### src/ssq_pkg.sv
// ssq_pkg: constants and types for the simultaneous sample sequencer
// assumes a single 10 MHz system clock shared by all users
package ssq_pkg;
  localparam int unsigned CLK_HZ       = 10_000_000;
  localparam int unsigned ACQ_CYCLES   = 20;
  localparam int unsigned CONV_CYCLES  = 40;
  localparam int unsigned NUM_REGS     = 4;
  localparam int unsigned RES_W        = 11;
  localparam int unsigned BUS_W        = 12;
  localparam int unsigned SETUP_CYCLES = 2;
  localparam int unsigned CNT_W        = 6;
  localparam logic [CNT_W-1:0] ACQ_LAST  = CNT_W'(ACQ_CYCLES - 1);
  localparam logic [CNT_W-1:0] CONV_LAST = CNT_W'(CONV_CYCLES - 1);
  localparam logic [CNT_W-1:0] CNT_ZERO  = 6'h00;
  // result register indices on the address inputs
  localparam logic [1:0] REG_IN_ONE   = 2'h0;
  localparam logic [1:0] REG_IN_TWO   = 2'h1;
  localparam logic [1:0] REG_IN_THREE = 2'h2;
  localparam logic [1:0] REG_AUX      = 2'h3;
  localparam logic [BUS_W-1:0] BUS_ZERO = 12'h000;
  localparam logic [RES_W-1:0] RES_ZERO = 11'h000;
  // status / mask bits
  localparam int unsigned IRQ_W       = 2;
  localparam int unsigned IRQ_DONE    = 0;
  localparam int unsigned IRQ_START   = 1;
  localparam logic [IRQ_W-1:0] IRQ_ZERO = 2'h0;

  typedef enum logic [1:0] {
    SSQ_IDLE = 2'b00,
    SSQ_ACQ  = 2'b01,
    SSQ_CONV = 2'b10
  } ssq_state_e;
endpackage

### src/ssq_sequencer.sv
// ssq_sequencer: acquire-then-convert sequencer with result read port
// assumes host inputs synchronous to sys_clk; digitizer is a sampled input word
//
// Decided for this implementation: the strobed register port and the register addresses.
`timescale 1ns/10ps
module ssq_sequencer
  import ssq_pkg::*;
(
  // clock and reset
  input  wire logic             sys_clk,
  input  wire logic             rst,
  // conversion control
  input  wire logic             sample_start_in,
  input  wire logic             group_select_lo,
  input  wire logic             group_select_hi,
  input  wire logic             aux_pick_lo,
  input  wire logic             aux_pick_hi,
  // digitizer interface
  input  wire logic [RES_W-1:0] adc_code,
  output logic                  hold_n,
  output logic      [1:0]       conv_chan,
  output logic      [1:0]       aux_mux,
  // host read port
  input  wire logic             chip_sel_n,
  input  wire logic             read_n,
  input  wire logic             reg_sel_lo,
  input  wire logic             reg_sel_hi,
  output logic      [BUS_W-1:0] data_out,
  output logic                  data_oe_n,
  // status
  output logic                  busy_n,
  // register port
  input  wire logic [1:0]       cfg_addr,
  input  wire logic [IRQ_W-1:0] cfg_wdata,
  input  wire logic             cfg_wr,
  input  wire logic             cfg_rd,
  output logic      [IRQ_W-1:0] cfg_rdata,
  output logic                  irq
);
  localparam logic [1:0] CFG_STATUS = 2'h0;
  localparam logic [1:0] CFG_MASK   = 2'h1;

  typedef struct packed {
    ssq_state_e       state;
    logic [CNT_W-1:0] cnt;
    logic [1:0]       slot;
    logic [1:0]       last_slot;
    logic             with_one;
    logic [1:0]       aux_sel;
    logic             start_d;
    logic             busy_n;
    logic             hold_n;
    logic             rd_d;
    logic [IRQ_W-1:0] status;
    logic [IRQ_W-1:0] mask;
    logic [IRQ_W-1:0] rdata;
  } ssq_seq_s;

  ssq_seq_s st_ff;
  ssq_seq_s nxt_st;

  logic             start_rise;
  logic             slot_done;
  logic [1:0]       cur_reg;
  logic [1:0]       rd_idx;
  logic [RES_W-1:0] rd_word;
  logic             wr_en;
  logic [IRQ_W-1:0] evt;

  assign start_rise = sample_start_in & ~st_ff.start_d;
  assign slot_done  = (st_ff.state == SSQ_CONV) && (st_ff.cnt == CONV_LAST);
  assign rd_idx     = {reg_sel_hi, reg_sel_lo};
  assign wr_en      = slot_done;

  // slot order: [input one], two, three, [aux]
  always_comb begin
    case (st_ff.with_one ? st_ff.slot : st_ff.slot + 2'h1)
      2'h0:    cur_reg = REG_IN_ONE;
      2'h1:    cur_reg = REG_IN_TWO;
      2'h2:    cur_reg = REG_IN_THREE;
      2'h3:    cur_reg = REG_AUX;
      default: cur_reg = REG_IN_TWO;
    endcase
  end

  always_comb begin
    nxt_st         = st_ff;
    nxt_st.start_d = sample_start_in;
    nxt_st.rd_d    = ~chip_sel_n & ~read_n;
    evt            = IRQ_ZERO;
    case (st_ff.state)
      SSQ_IDLE: begin
        if (start_rise) begin
          nxt_st.with_one  = group_select_hi;
          nxt_st.last_slot = {1'b0, group_select_hi} + {1'b0, group_select_lo} + 2'h1;
          nxt_st.aux_sel   = {aux_pick_hi, aux_pick_lo};
          nxt_st.slot      = 2'h0;
          nxt_st.cnt       = CNT_ZERO;
          nxt_st.busy_n    = 1'b0;
          nxt_st.hold_n    = 1'b1;
          nxt_st.state     = SSQ_ACQ;
          evt[IRQ_START]   = 1'b1;
        end
      end
      SSQ_ACQ: begin
        if (st_ff.cnt == ACQ_LAST) begin
          nxt_st.hold_n = 1'b0;
          nxt_st.cnt    = CNT_ZERO;
          nxt_st.state  = SSQ_CONV;
        end else begin
          nxt_st.cnt = st_ff.cnt + 6'h01;
        end
      end
      SSQ_CONV: begin
        if (slot_done) begin
          nxt_st.cnt = CNT_ZERO;
          if (st_ff.slot == st_ff.last_slot) begin
            nxt_st.busy_n  = 1'b1;
            nxt_st.hold_n  = 1'b1;
            nxt_st.state   = SSQ_IDLE;
            evt[IRQ_DONE]  = 1'b1;
          end else begin
            nxt_st.slot = st_ff.slot + 2'h1;
          end
        end else begin
          nxt_st.cnt = st_ff.cnt + 6'h01;
        end
      end
      default: begin
        nxt_st.state  = SSQ_IDLE;
        nxt_st.busy_n = 1'b1;
        nxt_st.hold_n = 1'b1;
      end
    endcase
    // status read clears; new events win over the clear
    nxt_st.rdata = IRQ_ZERO;
    if (cfg_rd) begin
      case (cfg_addr)
        CFG_STATUS: begin
          nxt_st.rdata  = st_ff.status;
          nxt_st.status = IRQ_ZERO;
        end
        CFG_MASK:   nxt_st.rdata = st_ff.mask;
        default:    nxt_st.rdata = IRQ_ZERO;
      endcase
    end
    if (cfg_wr && cfg_addr == CFG_MASK) begin
      nxt_st.mask = cfg_wdata;
    end
    nxt_st.status = nxt_st.status | evt;
  end

  always_ff @(posedge sys_clk or posedge rst) begin
    if (rst) begin
      st_ff        <= '0;
      st_ff.state  <= SSQ_IDLE;
      st_ff.busy_n <= 1'b1;
      st_ff.hold_n <= 1'b1;
      st_ff.start_d <= 1'b1;
    end else begin
      st_ff <= nxt_st;
    end
  end

  ssq_result_mem u_mem (
    .sys_clk (sys_clk),
    .rst     (rst),
    .wr_en   (wr_en),
    .wr_idx  (cur_reg),
    .wr_data (adc_code),
    .rd_idx  (rd_idx),
    .rd_data (rd_word)
  );

  assign data_out  = st_ff.rd_d ? {rd_word, 1'b0} : BUS_ZERO;
  assign data_oe_n = ~st_ff.rd_d;
  assign busy_n    = st_ff.busy_n;
  assign hold_n    = st_ff.hold_n;
  assign conv_chan = cur_reg;
  assign aux_mux   = st_ff.aux_sel;
  assign cfg_rdata = st_ff.rdata;
  assign irq       = |(st_ff.status & st_ff.mask);
endmodule

### src/ssq_result_mem.sv
// ssq_result_mem: four result words, registered read port
// assumes one writer and one reader in the same clock domain
`timescale 1ns/10ps
module ssq_result_mem
  import ssq_pkg::*;
(
  // clock and reset
  input  wire logic             sys_clk,
  input  wire logic             rst,
  // write side
  input  wire logic             wr_en,
  input  wire logic [1:0]       wr_idx,
  input  wire logic [RES_W-1:0] wr_data,
  // read side
  input  wire logic [1:0]       rd_idx,
  output logic      [RES_W-1:0] rd_data
);
  typedef struct packed {
    logic [NUM_REGS-1:0][RES_W-1:0] word;
    logic [RES_W-1:0]               rd;
  } ssq_mem_s;

  ssq_mem_s st_ff;
  ssq_mem_s nxt_st;

  always_comb begin
    nxt_st    = st_ff;
    nxt_st.rd = st_ff.word[rd_idx];
    if (wr_en) begin
      nxt_st.word[wr_idx] = wr_data;
    end
  end

  always_ff @(posedge sys_clk or posedge rst) begin
    if (rst) begin
      st_ff <= '0;
    end else begin
      st_ff <= nxt_st;
    end
  end

  assign rd_data = st_ff.rd;
endmodule

### config.mk
export PLATFORM = sky130hd
export DESIGN_NAME = ssq_sequencer
export DESIGN_NICKNAME = d
export VERILOG_FILES = /design/src/ssq_pkg.sv /design/src/ssq_sequencer.sv /design/src/ssq_result_mem.sv
export SDC_FILE = /design/constraint.sdc
export NUM_CORES = 1
export LEC_CHECK = 0
export ABC_AREA = 1
export BUFFER_PORTS_ARGS = -buffer_cell sky130_fd_sc_hd__clkbuf_2
export CELL_PAD_IN_SITES_DETAIL_PLACEMENT = 0
export CELL_PAD_IN_SITES_GLOBAL_PLACEMENT = 1
export CORE_AREA = 2 2 94 96
export CTS_BUF_LIST = sky130_fd_sc_hd__clkbuf_16
export DETAILED_ROUTE_END_ITERATION = 16
export DIE_AREA = 0 0 96 98
export PLACE_DENSITY_LB_ADDON = 0.1
export SLEW_MARGIN = 30
export SYNTH_ARGS = -nofsm -noshare
export SYNTH_HDL_FRONTEND = slang
export SYNTH_SLANG_ARGS = --single-unit
### constraint.sdc
create_clock -name sys_clk -period 5.7 [get_ports sys_clk]
set_input_delay 0.57 -clock sys_clk [delete_from_list [all_inputs] [get_ports sys_clk]]
set_output_delay 0.57 -clock sys_clk [all_outputs]
set_load 0.05 [all_outputs]
==> run metrics, run 1 <==
Tightest Hold Check Type in2reg; core area roughly 8500 µm²; CTS max path bufs 2; Data required, critical path ~5 ns; post-route setup slack ~2.9 ns; xor/xnor share of the synthesized area 0.00905; DRC 0; Simple-Gate Fraction of Synth Area 0.259; minimum clock period about 2.8 ns; routing usage on met1 0.261; DP Worst Slack 3.16 ns; Layout Utilization 0.504; Initial DRT Pass Iterations 4; fin cells ~600; area of the multi-input gates 1430 µm²; Slew @ Worst Pin around 0.74 ns; Resized Gates After CTS 0; Yosys cell types 27; die height roughly 100 µm; die area around 9400 µm²; quantity of I/O buffers inserted on ports 48; I/O pin count 50; Pleak between 2 and 2.5 nW; Top Usage Layer GRT met2; Reg area about 2000 µm²; register-to-register setup slack between 3 and 4 ns; CTS tree yes; vias per inst ~5.0; vias in the first global route just under 3,000; initial core utilization 0.441; Max Transition Viols Final 0; fmax about 360 MHz; Hold-fix buffers, CTS 0; wire per inst ~14 µm; clock root buffer clkbuf_16; Layout area overhead 14.2%; Clock Latency Late Sink 0.33 ns; largest family of logic cells by synthesized area simple AND/OR/NAND/NOR gates; Arr. time, crit path about 2.2 ns; Seq cells post-synth 80; met2 usage 0.321; min-delay src sample_start_in; WHS 0.350 ns; Initial DRC Count 176; yosys warns 0; placer congestion estimate roughly 0.74; Syn Nets between 400 and 500; Syn Inst Count 462; Die Wd around 96 µm; PD cells 378 nW/µm²; critical path type reg2out; WHS Endpoint st_ff[9]; clock buffer count from CTS 9; first-pass GRT wire length between 10 and 15 mm; Filler cells roughly 870; status complete, no violations; CTS clk-pin slew, worst paths about 0.060 ns; Final Hold Fails 0; H-tree depth 3; overall routing resource usage 0.198; share of the yosys chip area belonging to registers 0.537; grt total ovfl 0; DR vias approximately 3,000; Final Setup Violations 0; WL final between 8 and 9 mm; RR Endpoint u_mem.st_ff[45]; HPWL after DPL 5.57 mm; CP endpoint kind primary output; MaxCap Viol Count 0; clock sinks 80; pin count of the biggest net entering global routing just over 80; Worst setup SP type flop; number of cell rows 34; Post-CTS Setup Bufs 0; R2R Path Start st_ff[16]; Reg2Reg Depth 6; Post-Syn Area approximately 3700 µm²; Syn Area/Cell 8.08 µm²; Inserted Diodes 0; post-synthesis mux area share 0; Setup Skew 0.00517 ns; peak supply drop 0.000233 V; RSZ-0062 raised after global routing false; Net count, final 529; Final ANT Viol Nets 0; Rel. slew slack 0.507; setup tns final 0 ns; placed insts 593; peak fanout along the critical path 17; Compound-Gate Fraction of Synth Area 0.0965; initial antenna violation count 0; GR Util met3 0.0424; fraction of the cycle the final worst path needs 0.487; cell count of the worst hold path 1; proportion of layout cells with a drive suffix above 1 0.152; post-synthesis adder-cell area fraction 0.0168
[synthesized netlist by cell type, drive strengths merged]
| library cell | count | area [µm²] |
|---|---|---|
| o21ai | 47 | 239 |
| clkbuf | 8 | 30.0 |
| o22ai | 13 | 81.3 |
| dfstp | 3 | 78.8 |
| inv | 41 | 154 |
| nor2 | 40 | 165 |
| ha | 5 | 62.6 |
| nand4 | 6 | 37.5 |
| xnor2 | 2 | 25.0 |
| nand2 | 158 | 596 |
| conb | 1 | 3.75 |
| buf | 18 | 111 |
| a21oi | 8 | 40.0 |
| clkinv | 1 | 3.75 |
| nand3 | 33 | 170 |
| xor2 | 1 | 8.76 |
| dfrtp | 77 | 1930 |
[where the power goes]
group / total (W) / internal [W] / switching, W
Combinational: 0.000395 / 0.0000944 / 0.000300
Sequential: 0.000657 / 0.000618 / 0.0000390
Clock: 0.000559 / 0.000335 / 0.000224
Total: 0.00161 / 0.00105 / 0.000563
[kinds of logic (layout without fill, tap and decap cells)]
group                    Yosys count  after routing
XOR/XNOR                           3              3
adder cells (fa/ha/maj)            5              5
AND/OR/NAND/NOR                  237            237
other                              1              1
buffers and inverters             68            106
AO/OA/AOI/OAI                     68             68
flip-flops                        80             80
[per-stage QoR]
stage | total power, W | area (µm²)
finish | 0.00161 | 4270
CTS | 0.00163 | 4270
detailed placement | 0.00106 | 3980
global placement | 0.00106 | 3980
floorplan | 0.000979 | 3730
global route | 0.00170 | 4270
[cell usage in the layout (no fill, tap or decap), types with 2 or more instances in the layout]
cell type | netlist | layout
dfrtp_1 | 77 | 77
a21oi_1 | 8 | 8
nor2_1 | 36 | 36
dfstp_2 | 3 | 3
nand4_1 | 6 | 6
o21ai_0 | 41 | 41
clkbuf_16 | 0 | 9
nor2_2 | 3 | 3
inv_1 | 40 | 39
o22ai_1 | 13 | 13
nand3_1 | 32 | 32
clkbuf_2 | 0 | 48
ha_1 | 5 | 5
o21ai_1 | 5 | 5
nand2_1 | 157 | 157
clkinv_1 | 1 | 2
clkinv_2 | 0 | 3
[sequential cells by signal, summed over array words and instances (netlist names)]
name and count:
aux_mux 2, busy_n 1, cfg_rdata 2, hold_n 1, st_ff 19, u_mem.rd_data 11
u_mem.st_ff 44
[per-layer routing]
layer  vias up  share of wire
li1       1529              -
met1      1454           0.45
met2        53           0.51
met3         6          0.035
met4         0         0.0099
met5         -              0
[worst max-delay path, stage by stage, from the launching register on]
cell and delay, ns:
dfrtp_1 0.68, xnor2_1 0.19, o21ai_2 0.59, clkbuf_2 0.41
[area by class of cell]
class,instances,area share
sequential,80,0.470
multi-input combinational,314,0.335
timing repair buffer,49,0.0590
clock buffer,9,0.0528
inverter,42,0.0373
tap,108,0.0317
clock inverter,6,0.0141
[how the worst max path moves through the flow]
stage          startpoint         endpoint  slack [ns]  cells past startpoint
2_1_floorplan         rst       aux_mux[0]        3.08                      1
3_3_place_gp    st_ff[16]  u_mem.st_ff[53]        3.27                      6
3_5_place_dp    st_ff[16]  u_mem.st_ff[53]        3.16                      6
4_1_cts         st_ff[16]     conv_chan[1]        2.93                      3
5_1_grt         st_ff[16]     conv_chan[1]        2.76                      3
6_report        st_ff[16]     conv_chan[1]        2.93                      3
(Power assumes the default switching activity.)
==> inputs of run 2 (changes only) <==
- CORE_AREA: 2 2 94 96 -> 2 2 103 105
- DIE_AREA: 0 0 96 98 -> 0 0 105 107
- clock period: 5.7 -> 2.3 ns (I/O delays scaled with it)
==> run metrics, run 2 (synthesized netlist as in run 1, its figures left out) <==
Critical Path, Cell by Cell xnor2_1 -> o21ai_2 -> clkbuf_2; peak fanout along the critical path 9 (-8); most frequent cells in the layout nand2_1, dfrtp_1, clkbuf_2; post-route setup slack 0.323 ns (-2.60 ns); RSZ-0062 raised after global routing false; vias per inst 4.67 (-6.7%); PD cells 942 nW/µm² (+150%); core area 10,100 µm² (+19%); Pleak 2.13 nW (+4.0%); initial antenna violation count 0 (unchanged); Max Transition Viols Final 0 (unchanged); setup tns final 0 ns (unchanged); cell count of the worst hold path 1 (unchanged); WHS Endpoint st_ff[9]; initial core utilization 0.370 (-0.0711); fraction of the cycle the final worst path needs 0.859; proportion of layout cells with a drive suffix above 1 0.173 (+0.0212); switching power 0.00144 W (+160%); H-tree depth 3 (unchanged); Rel. slew slack 0.535 (+0.0284); Reg2Reg Depth 9 (+3); Final Setup Violations 0 (unchanged); die area 11,200 µm² (+19%); Largest register FFs 44 (unchanged); Combinational Power Share 0.247 (+0.002); Clock power frac 0.366 (+0.019); number of cell rows 37 (+8.8%); Net count, final 542 (+2.5%); Data required, critical path 2.07 ns (-3.06 ns); Initial DRT Pass Iterations 4 (unchanged); I/O pin count 50 (unchanged); die height 107 µm (+9.2%); min-delay src sample_start_in; fmax 506 MHz; RR Endpoint u_mem.st_ff[32]; Cell Int Power 0.00275 W (+160%); Die Wd 105 µm (+9.4%); Final Hold Fails 0 (unchanged); Initial DRC Count 82 (-53%); CTS clk-pin slew, worst paths 0.06 ns (about the same); Setup Skew 0.00899 ns (+0.00382 ns); DR vias 3,033 (-0.30%); first-pass GRT wire length 15.3 mm (+6.8%); HPWL after DPL 6.07 mm (+9.0%); DRC 0 (unchanged); most common cell after layout, fill and taps aside nand2_1; placer congestion estimate 0.757 (+2.0%); WL final 8.96 mm (+4.5%); Final Cell Area 4440 µm² (+4.2%); quantity of I/O buffers inserted on ports 48 (unchanged); status complete, no violations; CTS tree yes; Final ANT Viol Nets 0 (unchanged); CP peak stage delay 0.45 ns (-0.23 ns); Tightest Hold Check Type in2reg; Arr. time, crit path 1.75 ns (-0.45 ns); wire per inst 13.8 µm (-2.3%); clock sinks 80 (unchanged); WHS 0.0118 ns (-0.338 ns); Layout area overhead 19.0%; DP Worst Slack 0.445 ns (-2.71 ns); minimum clock period 1.98 ns; clock root buffer clkbuf_16; Worst setup SP type flop; R2R Path Start st_ff[18]; grt total ovfl 0 (unchanged); Top reg by flops u_mem.st_ff; pin count of the biggest net entering global routing 60 (-26%); CTS max path bufs 2 (unchanged); Clock Latency Late Sink 0.33 ns (about the same); sequential power share 0.387 (-0.021); slowest stage cell, crit path dfrtp_1; clock buffer count from CTS 9 (unchanged); Inserted Diodes 0 (unchanged); overall routing resource usage 0.176 (-0.0224); Switching Share 0.343 (-0.00632); placed standard-cell area 4110 µm² (+3.4%); Slew @ Worst Pin 0.696 ns (-0.0434 ns); critical path type reg2out; vias in the first global route 3,025 (+3.1%); CP endpoint kind primary output; MaxCap Viol Count 0 (unchanged); Pwr Total 0.00418 W (+160%); peak supply drop 0.000728 V (+210%); register-to-register setup slack 0.44 ns (-2.68 ns)
run 2: worst max path at each step:
stage          startpoint               to  slack, ns  cells past startpoint
6_report        st_ff[15]     conv_chan[1]       0.32                      3
5_1_grt         st_ff[18]  u_mem.st_ff[22]       0.18                      9
4_1_cts         st_ff[15]     conv_chan[1]       0.29                      3
3_5_place_dp    st_ff[18]  u_mem.st_ff[32]       0.45                      9
3_3_place_gp    st_ff[18]  u_mem.st_ff[24]       0.49                      9
2_1_floorplan         rst       aux_mux[0]       0.02                      1
run 2: final cells by class:
class | count | area [µm²]
Inverter | 42 | 159
Sequential cell | 80 | 2010
Fill cell | 1056 | 5650
Timing Repair Buffer | 62 | 360
Clock buffer | 9 | 225
Clock inverter | 7 | 93.8
Multi-Input combinational cell | 314 | 1430
Tap cell | 136 | 170
run 2: what timing repair did:
action                    4_1_cts  5_1_grt
hold endpoints to repair       21        0
setup buffers                   0        0
resized for setup               0        0
hold buffers                    1        0
run 2: layer usage:
layer / global-route usage / up-vias / routed length [µm]
li1: - / 1559 / -
met1: 0.233 / 1421 / 4180
met2: 0.291 / 46 / 4370
met3: 0.0365 / 7 / 321
met4: 0.0533 / 0 / 89
met5: 0 / - / 0
run 2: per-stage QoR:
| step | util | std cells |
|---|---|---|
| after floorplan | - | 462 |
| after CTS | 0.440 | 650 |
| final | 0.440 | 650 |
| after global placement | 0.408 | 633 |
| after detailed placement | 0.408 | 633 |
| after global routing | 0.440 | 650 |
run 2: power by group through the flow:
stage | Clock, W | Combinational [W] | Sequential [W]
detailed placement | 0 | 0.00105 | 0.00165
floorplan | 0 | 0.000759 | 0.00167
global route | 0.00164 | 0.00115 | 0.00164
CTS | 0.00158 | 0.00105 | 0.00162
global placement | 0 | 0.00105 | 0.00164
finish | 0.00153 | 0.00103 | 0.00162
run 2: critical path, delay by kind of cell (launching register included):
kind                   cells  cell delay (ns)
flip-flops                 1             0.45
AO/OA/AOI/OAI              1             0.40
buffers and inverters      1             0.38
XOR/XNOR                   1             0.19
==> inputs of run 3 (changes only) <==
- CORE_AREA: 2 2 103 105 -> 2 2 109 111
- DIE_AREA: 0 0 105 107 -> 0 0 111 113
- SYNTH_HIERARCHICAL: not set -> 1
==> run metrics, run 3 <==
slowest stage cell, crit path dfrtp_1; quantity of I/O buffers inserted on ports 48 (unchanged); most common cell after layout, fill and taps aside nand2_1; RSZ-0062 raised after global routing false; Pleak 2.80 nW (+32%); Layout Utilization 0.428 (-0.0118); WL final 9.96 mm (+11%); Worst setup SP type flop; post-synth top area cell dfrtp_1; Net count, final 617 (+14%); Data required, critical path 2.07 ns (about the same); overall routing resource usage 0.170 (-0.00568); Reg2Reg Depth 8 (-1); wire per inst 13.6 µm (-1.2%); number of cell rows 39 (+5.4%); MaxCap Viol Count 0 (unchanged); status complete, no violations; initial core utilization 0.383 (+0.0127); Seq cells post-synth 80 (unchanged); Syn Area/Cell 7.81 µm² (-3.3%); Syn Inst Count 552 (+19%); clock root buffer clkbuf_16; Post-Syn Area 4310 µm² (+16%); clock sinks 80 (unchanged); fraction of the cycle the final worst path needs 0.868 (+0.00889); Crit path depth 5 (+2); Arr. time, crit path 1.77 ns (+0.02 ns); DP Worst Slack 0.340 ns (-0.105 ns); I/O pin count 50 (unchanged); HPWL after DPL 6.91 mm (+14%); most frequent cells in the layout nand2_1, inv_1, dfrtp_1; routing usage on met1 0.252 (+0.0190); Top FF cell, synth dfrtp_1; Die Wd 111 µm (+5.7%); Syn Nets 585 (+18%); Synth top area share 0.447 (-0.0693); Clock Latency Late Sink 0.34 ns (about the same); Critical Path, Cell by Cell xor2_1 -> nor2_1 -> a21oi_2 -> buf_4 -> clkbuf_2; CP endpoint kind primary output; Crit path buffers/inverters 2 (+1); Initial DRC Count 201 (+150%); Max Transition Viols Final 0 (unchanged); CTS tree yes; grt total ovfl 0 (unchanged); share of the yosys chip area belonging to registers 0.465 (-0.0722); yosys warns 6 (+6); top cells by area, synth dfrtp_1, nand2_1, inv_1; die height 113 µm (+5.6%); setup tns final 0 ns (unchanged); critical path type reg2out; Inserted Diodes 0 (unchanged); post-route setup slack 0.303 ns (-0.0205 ns); H-tree depth 3 (unchanged); Final Hold Fails 0 (unchanged); Final Setup Violations 0 (unchanged); Top Usage Layer GRT met2; placer congestion estimate 0.776 (+2.6%); die area 12,500 µm² (+12%); Layout area overhead 12.0%; pin count of the biggest net entering global routing 37 (-38%); peak fanout along the critical path 16 (+7); number of synthesized flops with an enable pin 0 (unchanged); ys async rst share 1.00 (unchanged); clock buffer count from CTS 9 (unchanged); initial antenna violation count 0 (unchanged); Slew @ Worst Pin 0.644 ns (-0.0522 ns); cell count of the worst hold path 1 (unchanged); Yosys cell types 33 (+22%); CTS clk-pin slew, worst paths 0.06 ns (about the same); Top reg by flops u_mem/st_ff; DRC 0 (unchanged); Tightest Hold Check Type in2reg; Initial DRT Pass Iterations 5 (+1); peak supply drop 0.000498 V (-32%); Commonest cells post-synth nand2_1, inv_1, dfrtp_1; Setup Skew 0.00928 ns (+0.000284 ns); PD cells 910 nW/µm² (-3.4%); vias in the first global route 3,269 (+8.1%); fmax 501 MHz (-1.0%); core area 11,300 µm² (+12%); Largest register FFs 44 (unchanged); vias per inst 4.70 (+0.79%); met2 usage 0.252 (-0.0393); DR vias 3,438 (+13%); Final ANT Viol Nets 0 (unchanged); first-pass GRT wire length 16.9 mm (+10%); GR Util met3 0.0252 (-0.0113); CP peak stage delay 0.45 ns (about the same); top-count cell post-synth nand2_1; CTS max path bufs 2 (unchanged); minimum clock period 2.00 ns (+0.0205 ns); cell family with most CP delay buffers and inverters; Rel. slew slack 0.568 (+0.0332); proportion of layout cells with a drive suffix above 1 0.213 (+0.0394)
run 3: changes by cell type after synthesis, moves of 10 or more:
cell     previous run  this run
nand2_2             1        17
nand4_1             6        27
nand3_1            32        44
o22ai_1            13         1
nor2_1             36         9
o21ai_0            41         8
o21ai_2             1        11
buf_4               9        20
inv_1              40        95
nand2_1           157       182
run 3: report_power, final:
| part | internal (W) | total (W) | switching, W |
|---|---|---|---|
| clock network | 0.000709 | 0.00125 | 0.000545 |
| logic | 0.000402 | 0.00153 | 0.00113 |
| registers | 0.00153 | 0.00161 | 0.0000812 |
| total | 0.00264 | 0.00439 | 0.00175 |
run 3: worst paths after layout:
kind / startpoint / endpoint / slack (ns)
hold reg to reg: u_mem/st_ff[43] / u_mem/st_ff[43] / 0.47
setup reg to reg: st_ff[15] / u_mem/st_ff[17] / 0.35
min in group asynchronous: rst / u_mem/st_ff[14] / 0.45
setup / recovery: st_ff[15] / conv_chan[1] / 0.30
hold / removal: sample_start_in / st_ff[9] / 0.01
max in group asynchronous: rst / u_mem/st_ff[40] / 1.31
run 3: layout make-up:
| type | count | area (µm²) |
|---|---|---|
| Sequential cell | 80 | 2010 |
| Tap cell | 143 | 179 |
| Inverter | 101 | 379 |
| Clock inverter | 6 | 30.0 |
| Clock buffer | 9 | 225 |
| Timing Repair Buffer | 59 | 338 |
| Multi-Input combinational cell | 333 | 1670 |
| Fill cell | 1219 | 6440 |
run 3: logic make-up (layout without fill, tap and decap cells):
logic type / count (synthesis) / count (layout) / share of synthesized area
AOI/OAI and AO/OA: 30 / 30 / 0.0473
xor gates and xnor gates: 2 / 2 / 0.00406
and+or+nand+nor: 294 / 294 / 0.316
other: 1 / 1 / 0.000869
DFF: 80 / 80 / 0.465
buffers and inverters: 139 / 175 / 0.150
muxes: 1 / 1 / 0.00261
adders and majority gates: 5 / 5 / 0.0145
run 3: per-stage QoR:
| step | power, W | hold WS, ns | cells | instance area, µm² |
|---|---|---|---|---|
| 2_1_floorplan | 0.00280 | 0.234 | 552 | 4320 |
| 3_3_place_gp | 0.00318 | 0.257 | 715 | 4560 |
| 3_5_place_dp | 0.00319 | 0.261 | 715 | 4560 |
| 4_1_cts | 0.00446 | 0.00189 | 731 | 4830 |
| 5_1_grt | 0.00467 | 0.00548 | 731 | 4830 |
| 6_report | 0.00439 | 0.0102 | 731 | 4830 |
run 3: worst register-to-register path: stages, from the launching register on:
cell	delay (ns)
dfrtp_1	0.45
xor2_1	0.20
nor2_1	0.13
a21oi_2	0.04
buf_4	0.21
nor2_2	0.33
nand2_2	0.28
nand2_1	0.13
nand2_1	0.06
run 3: what timing repair did:
action	4_1_cts	5_1_grt
gates resized for setup	0	0
setup buffers	0	0
hold endpoints to repair	41	0
hold buffers	1	0
run 3: routing by layer:
layer | vias up | part of all wire
met3 | 11 | 0.046
met5 | - | 0
met1 | 1607 | 0.50
met4 | 0 | 0.017
li1 | 1738 | -
met2 | 82 | 0.44
